<file path="src/shared/csf_pkg.sv">
package csf_pkg;

    ////////////////////////////////////////////////////////////////////////
    // Widths
    localparam int unsigned DW     = 16;
    localparam int unsigned BUS_W  = 32;
    localparam int unsigned ADR_W  = 8;
    localparam int unsigned SEL_W  = 4;
    localparam int unsigned EVT_W  = 3;

    ////////////////////////////////////////////////////////////////////////
    // Register byte offsets
    localparam logic [7:0] OFF_SR   = 8'h00;
    localparam logic [7:0] OFF_CTRL = 8'h04;
    localparam logic [7:0] OFF_EVT  = 8'h08;
    localparam logic [7:0] OFF_MASK = 8'h0C;

    ////////////////////////////////////////////////////////////////////////
    // Status word field positions
    localparam int unsigned B_OA   = 15;
    localparam int unsigned B_OB   = 14;
    localparam int unsigned B_SA   = 13;
    localparam int unsigned B_SB   = 12;
    localparam int unsigned B_OAB  = 11;
    localparam int unsigned B_SAB  = 10;
    localparam int unsigned B_LOOP = 9;
    localparam int unsigned B_HC   = 8;
    localparam int unsigned B_IPLH = 7;
    localparam int unsigned B_IPLL = 5;
    localparam int unsigned B_REP  = 4;
    localparam int unsigned B_N    = 3;
    localparam int unsigned B_OV   = 2;
    localparam int unsigned B_Z    = 1;
    localparam int unsigned B_C    = 0;

    // Control word field position
    localparam int unsigned B_NEST = 0;

    // Event bit positions
    localparam int unsigned E_SAT_A = 0;
    localparam int unsigned E_SAT_B = 1;
    localparam int unsigned E_OVF   = 2;

    ////////////////////////////////////////////////////////////////////////
    // Values after reset
    localparam logic [15:0] SR_RST   = 16'h0000;
    localparam logic        NEST_RST = 1'b0;
    localparam logic [2:0]  EVT_RST  = 3'h0;
    localparam logic [2:0]  MASK_RST = 3'h0;

    // Cycles from request edge to ack
    localparam int unsigned ACK_CYC = 1;

endpackage : csf_pkg

</file>
<file path="src/verilog/csf_alu_flags.sv">
`timescale 1ns/1ps
module csf_alu_flags
    import csf_pkg::*;
(
    input  wire logic [DW-1:0] op_a,    // First operand
    input  wire logic [DW-1:0] op_b,    // Second operand
    input  wire logic          op_sub,  // Subtract when high
    input  wire logic          op_byte, // Byte sized operation
    output logic               fl_n,    // Negative
    output logic               fl_ov,   // Signed overflow
    output logic               fl_z,    // Zero
    output logic               fl_c,    // Carry, high when no borrow
    output logic               fl_hc    // Half carry
);

    // Adds two fields with carry in, carry out in top bit
    function automatic logic [8:0] add_w(input logic [7:0] x, input logic [7:0] y,
                                          input logic ci);
        add_w = {1'b0, x} + {1'b0, y} + {8'h00, ci};
    endfunction : add_w

    logic [DW-1:0] bb;
    logic [8:0]    lo;
    logic [8:0]    hi;
    logic [8:0]    nib;

    // Flag generation for both operand sizes
    always_comb begin
        bb  = op_sub ? ~op_b : op_b;
        lo  = add_w(op_a[7:0], bb[7:0], op_sub);
        hi  = add_w(op_a[15:8], bb[15:8], lo[8]);
        nib = add_w({4'h0, op_a[3:0]}, {4'h0, bb[3:0]}, op_sub);
        if (op_byte) begin
            fl_n  = lo[7];
            fl_z  = (lo[7:0] == 8'h00);
            fl_c  = lo[8];
            fl_ov = (op_a[7] == bb[7]) && (lo[7] != op_a[7]);
            fl_hc = nib[4];
        end else begin
            fl_n  = hi[7];
            fl_z  = ({hi[7:0], lo[7:0]} == 16'h0000);
            fl_c  = hi[8];
            fl_ov = (op_a[15] == bb[15]) && (hi[7] != op_a[15]);
            fl_hc = lo[8];
        end
    end

endmodule : csf_alu_flags

</file>
<file path="src/verilog/csf_evt_bank.sv">
`timescale 1ns/1ps
module csf_evt_bank
    import csf_pkg::*;
(
    input  wire logic             clk,    // Core clock
    input  wire logic             srst,   // Synchronous reset
    input  wire logic [EVT_W-1:0] evt,    // Event pulses
    input  wire logic             clr_we, // Write one to clear strobe
    input  wire logic             msk_we, // Mask write strobe
    input  wire logic [EVT_W-1:0] wdat,   // Write data
    output logic      [EVT_W-1:0] sts_q,  // Sticky status
    output logic      [EVT_W-1:0] msk_q,  // Mask, one enables
    output logic                  irq_q   // Level interrupt
);

    logic [EVT_W-1:0] sts_d;

    // Set wins over a clear in the same cycle
    always_comb begin
        sts_d = sts_q;
        if (clr_we) begin
            sts_d = sts_d & ~wdat;
        end
        sts_d = sts_d | evt;
    end

    // Sticky status
    always_ff @(posedge clk) begin
        if (srst) begin
            sts_q <= EVT_RST;
        end else begin
            sts_q <= sts_d;
        end
    end

    // Mask
    always_ff @(posedge clk) begin
        if (srst) begin
            msk_q <= MASK_RST;
        end else if (msk_we) begin
            msk_q <= wdat;
        end
    end

    // Interrupt from next status and mask
    always_ff @(posedge clk) begin
        if (srst) begin
            irq_q <= 1'b0;
        end else begin
            irq_q <= |(sts_d & (msk_we ? wdat : msk_q));
        end
    end

endmodule : csf_evt_bank

</file>
<file path="src/verilog/csf_status_reg.sv">
`timescale 1ns/1ps

module csf_status_reg
    import csf_pkg::*;
(
    input  wire logic             clk,           // Core clock, 100 MHz
    input  wire logic             srst,          // Synchronous reset
    input  wire logic             wb_cyc_i,      // Bus cycle
    input  wire logic             wb_stb_i,      // Bus strobe
    input  wire logic             wb_we_i,       // Write enable
    input  wire logic [ADR_W-1:0] wb_adr_i,      // Byte address
    input  wire logic [SEL_W-1:0] wb_sel_i,      // Byte lanes
    input  wire logic [BUS_W-1:0] wb_dat_i,      // Write data
    output logic      [BUS_W-1:0] wb_dat_o,      // Read data
    output logic                  wb_ack_o,      // Acknowledge
    input  wire logic             alu_valid,     // ALU result strobe
    input  wire logic [DW-1:0]    alu_op_a,      // ALU first operand
    input  wire logic [DW-1:0]    alu_op_b,      // ALU second operand
    input  wire logic             alu_sub,       // ALU subtract
    input  wire logic             alu_byte,      // ALU byte size
    input  wire logic             dsp_valid,     // Accumulator update strobe
    input  wire logic             acc_a_ovf,     // Accumulator A overflowed
    input  wire logic             acc_b_ovf,     // Accumulator B overflowed
    input  wire logic             acc_a_sat,     // Accumulator A saturated
    input  wire logic             acc_b_sat,     // Accumulator B saturated
    input  wire logic             loop_active,   // Loop in progress
    input  wire logic             repeat_active, // Repeat in progress
    output logic      [DW-1:0]    status_q,      // Status word
    output logic                  nesting_disable_q, // Nesting disable
    output logic                  irq_q          // Interrupt
);

    ////////////////////////////////////////////////////////////////////////
    // Bus decode

    logic        req;
    logic        acc;
    logic        wr;
    logic [7:0]  adr_w;
    logic        hit_sr;
    logic        hit_ctrl;
    logic        hit_evt;
    logic        hit_mask;
    logic        wr_lo;
    logic        wr_hi;
    logic [15:0] wdat;
    logic        ack_q;
    logic [BUS_W-1:0] dat_q;

    // Request is taken at the edge where ack is high
    assign req      = wb_cyc_i && wb_stb_i;
    assign acc      = req && ack_q;
    assign wr       = acc && wb_we_i;
    assign adr_w    = {wb_adr_i[7:2], 2'b00};
    assign hit_sr   = (adr_w == OFF_SR);
    assign hit_ctrl = (adr_w == OFF_CTRL);
    assign hit_evt  = (adr_w == OFF_EVT);
    assign hit_mask = (adr_w == OFF_MASK);
    assign wdat     = wb_dat_i[15:0];

    // Status writes per byte lane
    assign wr_lo    = wr && hit_sr && wb_sel_i[0];
    assign wr_hi    = wr && hit_sr && wb_sel_i[1];

    ////////////////////////////////////////////////////////////////////////
    // Flag arithmetic

    logic fl_n;
    logic fl_ov;
    logic fl_z;
    logic fl_c;
    logic fl_hc;

    csf_alu_flags u_alu (
        .op_a    (alu_op_a),
        .op_b    (alu_op_b),
        .op_sub  (alu_sub),
        .op_byte (alu_byte),
        .fl_n    (fl_n),
        .fl_ov   (fl_ov),
        .fl_z    (fl_z),
        .fl_c    (fl_c),
        .fl_hc   (fl_hc)
    );

    ////////////////////////////////////////////////////////////////////////
    // Status word next value

    logic [DW-1:0] sr_d;
    logic          oab_set;
    logic          oab_clr;
    logic          sab_clr;

    assign oab_set = dsp_valid && (acc_a_ovf || acc_b_ovf);
    assign oab_clr = wr_hi && !wdat[B_OAB];
    assign sab_clr = wr_hi && !wdat[B_SAB];

    // Software first, hardware updates override it
    always_comb begin
        sr_d = status_q;
        // Low byte from software
        if (wr_lo) begin
            if (!nesting_disable_q) begin
                sr_d[B_IPLH:B_IPLL] = wdat[B_IPLH:B_IPLL];
            end
            sr_d[B_N:B_C] = wdat[B_N:B_C];
        end
        // High byte from software
        if (wr_hi) begin
            sr_d[B_OA] = wdat[B_OA];
            sr_d[B_OB] = wdat[B_OB];
            sr_d[B_SA] = wdat[B_SA];
            sr_d[B_SB] = wdat[B_SB];
            sr_d[B_HC] = wdat[B_HC];
        end
        // Clearing the combined flag clears both
        if (sab_clr) begin
            sr_d[B_SA] = 1'b0;
            sr_d[B_SB] = 1'b0;
        end
        // Accumulator updates, sticky saturation
        if (dsp_valid) begin
            sr_d[B_OA] = acc_a_ovf;
            sr_d[B_OB] = acc_b_ovf;
            sr_d[B_SA] = sr_d[B_SA] | acc_a_sat;
            sr_d[B_SB] = sr_d[B_SB] | acc_b_sat;
        end
        // ALU result flags
        if (alu_valid) begin
            sr_d[B_N]  = fl_n;
            sr_d[B_OV] = fl_ov;
            sr_d[B_Z]  = fl_z;
            sr_d[B_C]  = fl_c;
            sr_d[B_HC] = fl_hc;
        end
        // Read only mirrors
        sr_d[B_LOOP] = loop_active;
        sr_d[B_REP]  = repeat_active;
        // Combined flags: overflow set by hardware, cleared by software or when OA and OB are both low; saturation is SA or SB
        sr_d[B_OAB] = (oab_set || (status_q[B_OAB] && !oab_clr))
                      && (sr_d[B_OA] || sr_d[B_OB]);
        sr_d[B_SAB] = sr_d[B_SA] || sr_d[B_SB];
    end

    // Status word register
    always_ff @(posedge clk) begin
        if (srst) begin
            status_q <= SR_RST;
        end else begin
            status_q <= sr_d;
        end
    end

    ////////////////////////////////////////////////////////////////////////
    // Control register

    // Nesting disable, locks the priority level
    always_ff @(posedge clk) begin
        if (srst) begin
            nesting_disable_q <= NEST_RST;
        end else if (wr && hit_ctrl && wb_sel_i[0]) begin
            nesting_disable_q <= wdat[B_NEST];
        end
    end

    ////////////////////////////////////////////////////////////////////////
    // Events and interrupt

    logic [EVT_W-1:0] evt;
    logic [EVT_W-1:0] evt_sts;
    logic [EVT_W-1:0] evt_msk;

    // Saturation and overflow events
    always_comb begin
        evt          = '0;
        evt[E_SAT_A] = dsp_valid && acc_a_sat;
        evt[E_SAT_B] = dsp_valid && acc_b_sat;
        evt[E_OVF]   = oab_set;
    end

    csf_evt_bank u_evt (
        .clk    (clk),
        .srst   (srst),
        .evt    (evt),
        .clr_we (wr && hit_evt && wb_sel_i[0]),
        .msk_we (wr && hit_mask && wb_sel_i[0]),
        .wdat   (wdat[EVT_W-1:0]),
        .sts_q  (evt_sts),
        .msk_q  (evt_msk),
        .irq_q  (irq_q)
    );

    ////////////////////////////////////////////////////////////////////////
    // Bus answer

    // Ack one cycle after the request, dropped after one cycle
    always_ff @(posedge clk) begin
        if (srst) begin
            ack_q <= 1'b0;
        end else begin
            ack_q <= req && !ack_q;
        end
    end

    // Read data captured with ack, unmapped reads zero
    always_ff @(posedge clk) begin
        if (srst) begin
            dat_q <= '0;
        end else if (req && !ack_q) begin
            dat_q <= '0;
            case (1'b1)
                hit_sr:   dat_q[DW-1:0]    <= status_q;
                hit_ctrl: dat_q[B_NEST]    <= nesting_disable_q;
                hit_evt:  dat_q[EVT_W-1:0] <= evt_sts;
                hit_mask: dat_q[EVT_W-1:0] <= evt_msk;
                default:  dat_q            <= '0;
            endcase
        end
    end

    assign wb_ack_o = ack_q;
    assign wb_dat_o = dat_q;
endmodule : csf_status_reg
</file>
<file path="config.mk">
export PLATFORM = sky130hd
export DESIGN_NAME = csf_status_reg
export DESIGN_NICKNAME = d
export VERILOG_FILES = /design/src/shared/csf_pkg.sv /design/src/verilog/csf_alu_flags.sv /design/src/verilog/csf_evt_bank.sv /design/src/verilog/csf_status_reg.sv
export SDC_FILE = /design/constraint.sdc
export NUM_CORES = 1
export LEC_CHECK = 0
export BUFFER_PORTS_ARGS = -buffer_cell sky130_fd_sc_hd__buf_4
export CAP_MARGIN = 5
export CORE_ASPECT_RATIO = 0.5
export CORE_MARGIN = 2
export CORE_UTILIZATION = 44
export CTS_CLUSTER_SIZE = 24
export DETAILED_ROUTE_END_ITERATION = 16
export PLACE_DENSITY = 0.83
export SYNTH_ARGS = -nofsm -noshare
export SYNTH_HDL_FRONTEND = slang
export SYNTH_SLANG_ARGS = --single-unit
</file>
<file path="constraint.sdc">
create_clock -name clk -period 5.12 [get_ports clk]
set_input_delay 1.024 -clock clk [delete_from_list [all_inputs] [get_ports clk]]
set_output_delay 1.024 -clock clk [all_outputs]
set_load 0.01 [all_outputs]
</file>
Yosys cells after proc, flatten, opt, wreduce, memory -nomap -nowiden:

Cells that the tools add are included.

* flip-flop bits (word level): 41
* bits in latches: 0
* memories kept: 0
* bits of input ports: 91
* output and inout bits: 51
* RAM bits: 0
* memory bits (read-only): 0
* logic and storage cells: 92

* muxes and demuxes: 24
* equal/unequal tests: 7
* order comparisons: 0
* shifts and indexed selects: 0
* reductions and logical operators: 37
* div/mod/pow operators: 0
* bitwise gates (word level): 8
* multiply operators: 0
* add/subtract/negate cells: 6

Operators by type and width (number)
* 1-bit logical AND: 22
* 8-bit by 8-bit adder with 9-bit output: 2
* 9-bit by 1-bit adder with 9-bit output: 2
* 16-bit logical NOT: 1
* 8-bit logical NOT: 2
* 16-bit two-way mux: 1
* 4-bit two-way mux: 4
* 16-bit inverter: 1
* 13-bit two-way mux: 1
* 6-bit by 2-bit == test with 1-bit output (second input constant): 2
* 1-bit two-way mux: 11
* 2-bit two-way mux: 5
* 3-bit bitwise AND: 2
* 6-bit by 1-bit == test with 1-bit output (second input constant): 1
* 3-bit two-way mux: 2
* 4-bit by 4-bit adder with 5-bit output: 1
* 5-bit by 1-bit adder with 5-bit output: 1
* 1-bit logical NOT: 4
* 1-bit logical OR: 4
* 2-bit nonzero test: 2
* 3-bit inverter: 1
* 3-bit OR: 1
* 3-bit OR reduction: 1
* 1-bit == test: 2
* other kinds (4): 6

Longest topological paths before layout:

Gate-level depths: netlist (run 1).

* depth after elaboration: 11
* depth in mapped cells: 18
* depth with buffers taken out: 17

Cells and area by module:

A second synthesis (run 1) with hierarchy kept.

* cells, all modules: 339
* area, all modules: 2874.0 µm²

By module, submodules not included
* csf_status_reg: area each 1651.6 µm², cells an instance 193, sequential area each 680.7 µm², times used 1
* csf_alu_flags: area each 958.4 µm², cells an instance 119, sequential area each 0.0 µm², times used 1
* csf_evt_bank: area each 264.0 µm², cells an instance 27, sequential area each 140.1 µm², times used 1

Worst setup path after synthesis (run 1):

OpenSTA, ideal clock, no wires.

* path type: input-to-reg
* from: input alu_sub
* to: register status_q[1]
* buffers on the path: 2
* path slack: 312 ps
* required time: 5033 ps
* library setup time: 87 ps
* stages: 18
* arrival: 4721 ps
* path through: buf_2 -> buf_1 -> xor2_1 -> ha_1 -> or2_2 -> o221ai_1 -> a21oi_1 -> o21a_1 -> nor2_1 -> fa_1 -> inv_1 -> fa_1 -> a211oi_2 -> o21bai_1 -> a21oi_1 -> xnor2_1 -> o41a_1 -> o31ai_1

* longest elaborated chain between the ends: 7
* elaborated cells on any way between the ends: 9
* those cells by class: add/sub (4); mux (3); reduce/logical (2)

Ends and longest elaborated chain
* from (decl): RTL line csf_status_reg.sv:19 `input wire logic alu_sub,`
* 16-bit two-way mux: RTL line csf_alu_flags.sv:29 `bb = op_sub ? ~op_b : op_b;`
* 8-bit by 8-bit adder with 9-bit output: RTL line csf_alu_flags.sv:19 `add_w = {1'b0, x} + {1'b0, y} + {8'h00, ci};`
* 9-bit by 1-bit adder with 9-bit output (2 in a row): RTL line csf_alu_flags.sv:19
* 16-bit logical NOT: RTL line csf_alu_flags.sv:41 `fl_z = ({hi[7:0], lo[7:0]} == 16'h0000);`
* 1-bit two-way mux (*): RTL line csf_alu_flags.sv:33 `if (op_byte) begin`
* 4-bit two-way mux (*): RTL line csf_status_reg.sv:129 `if (alu_valid) begin`
* to (signal assigned): RTL line csf_status_reg.sv:150 `status_q <= sr_d;`
* to (decl): RTL line csf_status_reg.sv:28 `output logic [DW-1:0] status_q,`

Every way passes the cells marked *; elsewhere a longest branch is shown, timed or not.
A chain may end at the register's enable or synchronous reset.

Worst setup path in the final report (run 1):

Ends and elaborated chain as after synthesis.

==> results by group, run 1 <==
Yosys
  • Synth top cells by count: 41 x dfxtp_1, 31 x a21oi_1, 28 x nand2_1, 28 x nor2_1, 20 x xor2_1
  • Sequential share of the synthesized area: 0.3036
  • Post-Synth Adder-Cell Area: 0.08700
  • Top cells by area, synth: dfxtp_1 30%, ha_1 6.5%, xor2_1 6.5%
  • Synth Area in Compound Gates: 0.1809
  • Post-synth EDFFs: 0
  • Seq cells post-synth: 41
  • Largest family of logic cells by synthesized area: simple AND/OR/NAND/NOR gates
  • Synthesized area: 2704 µm²
  • Top FF cell, synth: dfxtp_1
  • Async set-reset flop share out of synthesis: 0
  • Synth Area in Simple Gates: 0.2068
  • Top-area cell type share of the netlist area: 0.3036
  • Post-Synth XOR/XNOR Area: 0.08746
  • Yosys Warn Count: 0
  • Multiplexer share of the synthesized area: 0.05784
  • Count leader, synth: dfxtp_1
  • Area leader, netlist: dfxtp_1
  • Distinct cells, synth: 57
  • Synthesized area per cell: 8.503 µm²
  • Syn Inst Count: 318

STA
  • Final worst slack: 640.3 ps
  • Slew margin rel.: 0.3872
  • WHS: 452.5 ps
  • Slew Limit Fails: 0
  • Worst Max-Slew Pin Slew: 914.3 ps
  • Setup TNS: 0 ps
  • Fin. Hold Viols: 0
  • Period utilization: 0.8749
  • Tmin final: 4480 ps
  • RSZ-0062 raised after global routing: no
  • Clock skew: 3.660 ps
  • Fmax: 0.2232 GHz
  • # setup viols final: 0

GRT
  • Pin count of the biggest net entering global routing: 39
  • Initial antenna violation count: 0
  • First-pass GRT wire length: 10780 µm
  • Total GRT Usage: 0.1999
  • Grt total ovfl: 0
  • Vias in the first global route: 2319

Routing
  • Initial DRC Count: 94
  • Avg Vias per Cell: 5.192
  • Drt pass-1 iters: 4
  • Met3 routed WL: 326 µm
  • Met2 WL: 3199 µm
  • DRC Markers: 0
  • Top Metal Used: met4
  • Vias: 2544
  • Wirelength per Cell: 13.58 µm
  • Routed length on met1: 3090 µm
  • Drt total wl: 6655 µm
  • DRT antenna net count: 0

Cells and area
  • Layout cell share with drive strength beyond 1: 0.3051
  • N_diodes: 0
  • Non-Filler Instances: 490
  • Fin util: 0.5988
  • Nets@finish: 521
  • Cell area after layout: 3596 µm²
  • Layout area overhead: 32.99%

Clock tree
  • Clock Latency Late Sink: 280 ps
  • Post-CTS Resized: 0
  • H-tree levels: 2
  • CTS tree: yes
  • Setup Buffers After CTS: 0
  • Root Driver: clkbuf_16
  • CTS Hold Bufs: 0
  • Clk slew on worst S/H paths: 60 ps
  • Max clock buf depth: 2
  • TritonCTS buffer count: 5
  • Total clock sinks: 41

Power
  • P_leak: 1.635 nW
  • Pwr dens: 245.0 nW/µm²
  • Overall power: 0.8809 mW
  • Worst vdd ir: 101.4 µV

Worst hold path
  • Hold Path Stages: 2
  • Hold endpoint: wb_dat_o[5]
  • Hold_sp: wb_dat_o[5]
  • Hold Path Class: reg -> reg

Worst setup path
  • Crit path DAT: 4680 ps
  • Cells on worst reg2reg path: 5
  • Buf/Inv on CP: 3
  • Critical Path Source: alu_sub
  • Cell Chain, Critical Path: buf_4 > xor2_1 > inv_1 > fa_1 > nor2b_1 > o221ai_1 > a21oi_1 > o21a_1 > nor2_1 > fa_1 > inv_1 > fa_1 > a211oi_2 > o21bai_1 > a21oi_1 > xnor2_1 > o41a_1 > o31ai_1
  • CP Depth: 18
  • Internal reg-to-reg setup slack: 3220 ps
  • CP max-delay cell: o41a_1
  • CP Data Required Time: 5320 ps
  • Worst setup EP type: flop
  • Peak per-stage delay on the critical path: 430 ps
  • Critical Path Most Common Cell: fa_1
  • Startpoint type of the worst setup path: input pin
  • Crit path kind: in -> reg
  • R2r endpoint: u_evt.irq_q
  • Worst r2r src: wb_ack_o
  • CP max FO: 16
  • Top delay family on crit path: compound AO/OA/AOI/OAI gates

Placed design
  • Dpl cell area: 3453 µm²
  • Dpl cells: 483
  • Place WS: 341.9 ps
  • RePlAce Congestion: 0.8590
  • DP HPWL: 5205 µm
  • Port Buffers: 103

Floorplan
  • Initial Util: 0.4502
  • Die ar.: 6826 µm²
  • Die X: 114.9 µm
  • IO Pins: 142
  • Row count: 20
  • Total core area: 6006 µm²
  • Die H: 59.43 µm

Job
  • MaxCap Viol Count: 0

Outcome
  • Status: finished clean
==> report_power, final <==
part	internal (mW)	switching, mW
Clock	0.191	0.115
Sequential	0.328	0.00652
Combinational	0.117	0.123
==> state kept, by name, summed over array words and instances (netlist names) <==
signal	cells
status_q	16
u_evt.sts_q	3
nesting_disable_q	1
u_evt.irq_q	1
wb_ack_o	1
wb_dat_o	16
u_evt.msk_q	3
==> cell type report <==
cell class | instances | area [µm²]
Clock buffer | 7 | 142.6
Fill cell | 533 | 2410
Inverter | 7 | 26.28
Multi-Input combinational cell | 255 | 1737
Sequential cell | 41 | 820.8
Tap cell | 77 | 96.34
Timing Repair Buffer | 103 | 773.2
==> worst min-delay path, stage by stage (launching register included) <==
cell     delay (ps)
dfxtp_1         300
nand2_1          50
a21oi_1          50
==> cell families (layout without fill, tap and decap cells) <==
kind of cell / count (synthesis) / after routing
and+or+nand+nor: 106 / 106
AOI/OAI and AO/OA: 75 / 75
DFF: 41 / 41
buffers and inverters: 37 / 117
xor gates and xnor gates: 27 / 27
adders and majority gates: 17 / 17
muxes: 14 / 14
other: 1 / 16
==> worst max path at each step <==
stage / slack (ps) / end
after floorplan: 310 / status_q[1]
after global placement: 440 / status_q[1]
after detailed placement: 340 / status_q[1]
after CTS: 630 / status_q[1]
after global routing: 280 / status_q[1]
final: 640 / status_q[1]
==> layer usage <==
metal / track usage / up-vias
met2: 0.3395 / 77
met4: 0.04475 / 0
met3: 0.04397 / 4
met5: 0 / -
li1: - / 1297
met1: 0.2645 / 1166
==> cells in the final DEF (no fill, tap or decap), types with 3 or more instances in the layout <==
cell type / count
mux2_2: 3
a22oi_1: 3
inv_1: 7
a21oi_1: 31
o21ai_0: 11
nand4_1: 5
buf_4: 103
or3_1: 3
ha_1: 14
dfxtp_1: 41
or2_2: 4
xnor2_1: 7
nor2_1: 28
xor2_1: 20
o21a_1: 3
nand3_1: 15
nand2_1: 28
clkbuf_16: 5
conb_1: 16
fa_1: 3
and2_1: 4
mux2i_1: 10
o22ai_1: 3
nor2b_1: 5
Note: power is estimated with default switching activity, not from simulation.
==> inputs of run 2 (changes only) <==
- CORE_ASPECT_RATIO: 0.5 -> 2
==> run 2 against run 1 <==
Final area down 0.49%; first-iteration DRC count increased by 30%; global-route usage increased by 1.6 points; largest power group unchanged; fmax decreased by 2.7%; clock-buffer cell count decreased by 2; die area did not move; critical path type unchanged; worst hold slack got worse by 0.58 ps; core utilization up 0.21 points.
==> results by group, run 2 (synthesis results as in run 1) <==
Outcome
  • Status: finished clean

Clock tree
  • Clk slew on worst S/H paths: 60 ps (about the same)
  • Setup Buffers After CTS: 0 (unchanged)
  • TritonCTS buffer count: 5 (unchanged)
  • Max clock buf depth: 2 (unchanged)
  • H-tree levels: 2 (unchanged)
  • Total clock sinks: 41 (unchanged)
  • Root Driver: clkbuf_16
  • Post-CTS Resized: 0 (unchanged)
  • CTS Hold Bufs: 0 (unchanged)
  • CTS tree: yes
  • Clock Latency Late Sink: 290 ps (about the same)

GRT
  • Pin count of the biggest net entering global routing: 39 (unchanged)
  • Initial antenna violation count: 0 (unchanged)
  • First-pass GRT wire length: 11240 µm (+4.3%)
  • Grt total ovfl: 0 (unchanged)
  • GR Layer Usage met1: 0.1927 (-0.07177)
  • Gr busiest metal: met2
  • Total GRT Usage: 0.2158 (+0.01588)
  • M2 GR Usage: 0.4278 (+0.08834)
  • Vias in the first global route: 2607 (+12%)
  • Routing usage on met3: 0.03262 (-0.01135)

Routing
  • DRT antenna net count: 0 (unchanged)
  • Drt pass-1 iters: 4 (unchanged)
  • Initial DRC Count: 122 (+30%)
  • Drt total wl: 7295 µm (+9.6%)
  • Vias: 2616 (+2.8%)
  • DRC Markers: 0 (unchanged)
  • Wirelength per Cell: 15.29 µm (+13%)
  • Avg Vias per Cell: 5.484 (+5.6%)

Power
  • Worst vdd ir: 130.3 µV (+29%)
  • P_leak: 1.634 nW (about the same)
  • Pwr dens: 246.7 nW/µm² (+0.71%)

Worst setup path
  • Crit path kind: in -> reg
  • Worst setup EP type: flop
  • CP max FO: 16 (unchanged)
  • CP Data Required Time: 5330 ps (about the same)
  • Crit path DAT: 4810 ps (+130 ps)
  • Startpoint type of the worst setup path: input pin

Cells and area
  • Layout area overhead: 32.35%
  • Commonest non-fill, non-tap cell in the layout: buf_4
  • N_diodes: 0 (unchanged)
  • Commonest cells after routing, fill and taps aside: 103 x buf_4, 41 x dfxtp_1, 31 x a21oi_1, 28 x nor2_1, 28 x nand2_1
  • Nets@finish: 521 (unchanged)
  • FF+latch area: 820.8 µm² (unchanged)
  • Fin util: 0.6008 (+0.002090)
  • Fill cells: 560 (+5.1%)
  • Layout cell share with drive strength beyond 1: 0.3092 (+0.004094)
  • Area of the multi-input gates: 1737 µm² (unchanged)

Floorplan
  • Die H: 114.9 µm (+93%)
  • Initial Util: 0.4540 (+0.003783)
  • Total core area: 5956 µm² (-0.83%)
  • Row count: 40 (+100%)
  • Die ar.: 6826 µm² (unchanged)
  • Die X: 59.43 µm (-48%)
  • IO Pins: 142 (unchanged)

STA
  • WHS: 451.9 ps (-0.5790 ps)
  • RSZ-0062 raised after global routing: no
  • Clock skew: 2.956 ps (-0.7041 ps)
  • Period utilization: 0.8993 (+0.02437)
  • Tmin final: 4604 ps (+124.8 ps)
  • Worst Max-Slew Pin Slew: 939.9 ps (+25.62 ps)
  • Fmax: 0.2172 GHz (-2.7%)
  • Slew Limit Fails: 0 (unchanged)
  • Slew margin rel.: 0.3711 (-0.01607)
  • Fin. Hold Viols: 0 (unchanged)
  • Setup TNS: 0 ps (unchanged)
  • # setup viols final: 0 (unchanged)

Worst hold path
  • Hold Path Class: reg -> reg

Placed design
  • Port Buffers: 103 (unchanged)
  • DP HPWL: 5869 µm (+13%)
  • RePlAce Congestion: 0.8252 (-3.9%)

Job
  • MaxCap Viol Count: 0 (unchanged)
[run 2: changes by cell type in the layout (fill, tap and decap cells not counted), sizes merged]
cell	before	now
clkinv	0	2
clkinvlp	0	1
clkbuf	7	5
[run 2: worst paths after layout]
kind                start            to  slack [ps]  depth (start not counted)
max               alu_sub   status_q[1]         520                         17
min reg2reg  wb_dat_o[11]  wb_dat_o[11]         450                          2
max reg2reg      wb_ack_o   u_evt.irq_q        3240                          5
min          wb_dat_o[11]  wb_dat_o[11]         450                          2
[run 2: per-stage QoR]
| stage | total power [mW] | std cells | cell area, µm² | setup WS (ps) |
|---|---|---|---|---|
| floorplan | 0.5043 | 333 | 2760 | 312.4 |
| global placement | 0.5758 | 469 | 3436 | 403.7 |
| global route | 0.9238 | 477 | 3578 | 222.6 |
| finish | 0.8829 | 477 | 3578 | 515.5 |
| CTS | 0.8887 | 477 | 3578 | 532.8 |
| detailed placement | 0.5849 | 469 | 3436 | 258.2 |
[run 2: critical path, stage by stage]
cell and delay (ps):
buf_4 240, xor2_1 220, ha_1 320, nor2b_1 170
o221ai_1 230, a21oi_1 150, o21a_1 220, nor2_1 120
fa_1 200, inv_1 60, fa_1 410, a211oi_2 290
o21bai_1 110, a21oi_1 240, xnor2_1 110, o41a_1 460
o31ai_1 220
[run 2: area by class of cell]
| class | instances | share of cell area |
|---|---|---|
| clock buffers | 5 | 0.03497 |
| clock inverters | 3 | 0.004895 |
| inverters | 7 | 0.007343 |
| multi-input cells | 255 | 0.4853 |
| flip-flops and latches | 41 | 0.2294 |
| well taps | 63 | 0.02203 |
| repair buffers | 103 | 0.2161 |
[run 2: per-layer routing]
layer	wire length, µm	up-vias
li1	-	1293
met1	2389	1198
met2	4247	102
met3	370	23
met4	288	0
met5	0	-
[run 2: power by group]
group / total, mW / switching, mW / internal [mW]
clock: 0.304 / 0.126 / 0.178
sequential: 0.335 / 0.00664 / 0.328
combinational: 0.244 / 0.127 / 0.117
==> inputs of run 3 (changes only) <==
- SLEW_MARGIN: unset -> 20
- clock period: 5.12 -> 6 ns (I/O delays scaled with it)
==> run 3 against run 2 <==
Sequential power is 15% lower; cell count stayed put; worst hold slack better by 1.5 ps; via count hardly changed; final area is 1.3% higher; clock skew is 2.5 ps higher; sequential share of layout area is 0.30 points lower.
==> results by group, run 3 (synthesis results as in run 1) <==
Power
  • Sw Share: 0.2633 (-0.02990)
  • Switch Pwr: 0.2207 mW (-15%)
  • P_leak: 1.659 nW (+1.5%)
  • Pwr dens: 231.2 nW/µm² (-6.3%)
  • Worst vdd ir: 175.3 µV (+35%)
  • Clk pwr share: 0.411 (+0.067)
  • Register share of total power: 0.341 (-0.038)
  • Power Internal: 0.6175 mW (-1.0%)
  • Logic pwr share: 0.248 (-0.028)

STA
  • Slew margin rel.: 0.3806 (+0.009522)
  • Fmax: 0.2105 GHz
  • RSZ-0062 raised after global routing: no
  • Clock skew: 5.436 ps (+2.479 ps)
  • Slew Limit Fails: 0 (unchanged)
  • Worst Max-Slew Pin Slew: 925.7 ps (-14.23 ps)
  • # setup viols final: 0 (unchanged)
  • Fin. Hold Viols: 0 (unchanged)
  • Tmin final: 4750 ps
  • Period utilization: 0.7916
  • Setup TNS: 0 ps (unchanged)

Worst setup path
  • CP Depth: 17 (unchanged)
  • CP max FO: 16 (unchanged)
  • CP max-delay cell: o41a_1
  • Peak per-stage delay on the critical path: 460 ps (about the same)
  • Cells on worst reg2reg path: 5 (unchanged)
  • Worst setup EP type: flop
  • Top delay family on crit path: compound AO/OA/AOI/OAI gates
  • Buf/Inv on CP: 2 (unchanged)
  • Crit path DAT: 4950 ps (+140 ps)
  • CP Data Required Time: 6200 ps (+870 ps)
  • Startpoint type of the worst setup path: input pin
  • Crit path kind: in -> reg
  • Cell Chain, Critical Path: buf_4 > xor2_1 > ha_1 > or2_2 > o221ai_1 > a21oi_1 > o21a_1 > nor2_1 > fa_1 > inv_1 > fa_1 > a211oi_2 > o21bai_1 > a21oi_1 > xnor2_1 > o41a_1 > o31ai_1

GRT
  • Grt total ovfl: 0 (unchanged)
  • Total GRT Usage: 0.2076 (-0.008227)
  • Vias in the first global route: 2569 (-1.5%)
  • First-pass GRT wire length: 10940 µm (-2.7%)
  • Initial antenna violation count: 0 (unchanged)
  • Pin count of the biggest net entering global routing: 39 (unchanged)

Floorplan
  • Row count: 40 (unchanged)
  • Die X: 59.43 µm (unchanged)
  • Initial Util: 0.4540 (unchanged)
  • Die ar.: 6826 µm² (unchanged)
  • Die H: 114.9 µm (unchanged)
  • IO Pins: 142 (unchanged)
  • Total core area: 5956 µm² (unchanged)

Clock tree
  • Root Driver: clkbuf_16
  • TritonCTS buffer count: 5 (unchanged)
  • CTS Hold Bufs: 0 (unchanged)
  • Setup Buffers After CTS: 0 (unchanged)
  • CTS tree: yes
  • Clock Latency Late Sink: 290 ps (about the same)
  • Clk slew on worst S/H paths: 60 ps (about the same)
  • H-tree levels: 2 (unchanged)
  • Max clock buf depth: 2 (unchanged)
  • Total clock sinks: 41 (unchanged)
  • Post-CTS Resized: 0 (unchanged)

Worst hold path
  • Hold Path Stages: 2 (unchanged)
  • Hold Path Class: reg -> reg

Cells and area
  • Fill cells: 548 (-2.1%)
  • Layout area overhead: 34.10%
  • FF+latch area: 820.8 µm² (unchanged)
  • N_diodes: 0 (unchanged)
  • Area of the multi-input gates: 1737 µm² (unchanged)
  • Non-Filler Instances: 477 (unchanged)
  • Commonest non-fill, non-tap cell in the layout: buf_4
  • Layout cell share with drive strength beyond 1: 0.3092 (unchanged)
  • Nets@finish: 521 (unchanged)
  • Commonest cells after routing, fill and taps aside: 103 x buf_4, 41 x dfxtp_1, 31 x a21oi_1, 28 x nor2_1, 28 x nand2_1
  • Fin util: 0.6088 (+0.007984)

Routing
  • Vias: 2615 (-0.038%)
  • DRC Markers: 0 (unchanged)
  • Wirelength per Cell: 14.96 µm (-2.2%)
  • Drt total wl: 7135 µm (-2.2%)
  • Drt pass-1 iters: 4 (unchanged)
  • Avg Vias per Cell: 5.482 (about the same)
  • DRT antenna net count: 0 (unchanged)
  • Initial DRC Count: 88 (-28%)

Job
  • MaxCap Viol Count: 0 (unchanged)

Placed design
  • DP HPWL: 5760 µm (-1.9%)
  • RePlAce Congestion: 0.8231 (-0.25%)
  • Dpl cells: 469 (unchanged)
  • Port Buffers: 103 (unchanged)

Outcome
  • Status: finished clean
==> run 3: cell types whose count changed in the layout (fill, tap and decap cells not counted) <==
cell	before	now
bufinv_16	0	2
clkinvlp_4	1	0
clkinv_2	2	1
==> run 3: per-layer routing <==
layer	part of all wire	track usage
met5	0	0
met4	0.040	0.1106
met3	0.046	0.03037
met2	0.58	0.4161
met1	0.34	0.1817
==> run 3: worst register-to-register path, delay by kind of cell (launching register included) <==
family	cells	cell delay, ps
mux	1	350
compound gates	1	330
simple gates	3	740
flops	1	360
==> run 3: power by group through the flow <==
stage / Clock [mW] / Sequential (mW) / Combinational, mW
2_1_floorplan: 0 / 0.293 / 0.137
3_3_place_gp: 0 / 0.291 / 0.200
3_5_place_dp: 0 / 0.292 / 0.207
4_1_cts: 0.350 / 0.286 / 0.208
5_1_grt: 0.359 / 0.286 / 0.229
6_report: 0.345 / 0.286 / 0.208
==> run 3: final timing paths <==
path,to,slack [ps],start
max,status_q[1],1250,alu_sub
min,wb_dat_o[3],450,wb_dat_o[3]
max reg2reg,u_evt.irq_q,4090,wb_ack_o
min reg2reg,wb_dat_o[3],450,wb_dat_o[3]
==> run 3: cell type report <==
| type | count | share of cell area |
|---|---|---|
| Timing Repair Buffer | 103 | 0.2133 |
| Clock inverter | 3 | 0.01794 |
| Inverter | 7 | 0.007246 |
| Clock buffer | 5 | 0.03451 |
| Multi-Input combinational cell | 255 | 0.4790 |
| Sequential cell | 41 | 0.2264 |
| Tap cell | 63 | 0.02174 |
==> run 3: metrics by stage <==
step                hold WS [ps]  instance area [µm²]  setup slack [ps]  power, mW
floorplan                  476.1                 2760              1016     0.4303
global placement           438.8                 3436              1100     0.4912
detailed placement         445.5                 3436             997.8     0.4985
CTS                        453.2                 3626              1278     0.8440
global route               468.7                 3626             968.5     0.8742
finish                     453.4                 3626              1250     0.8382
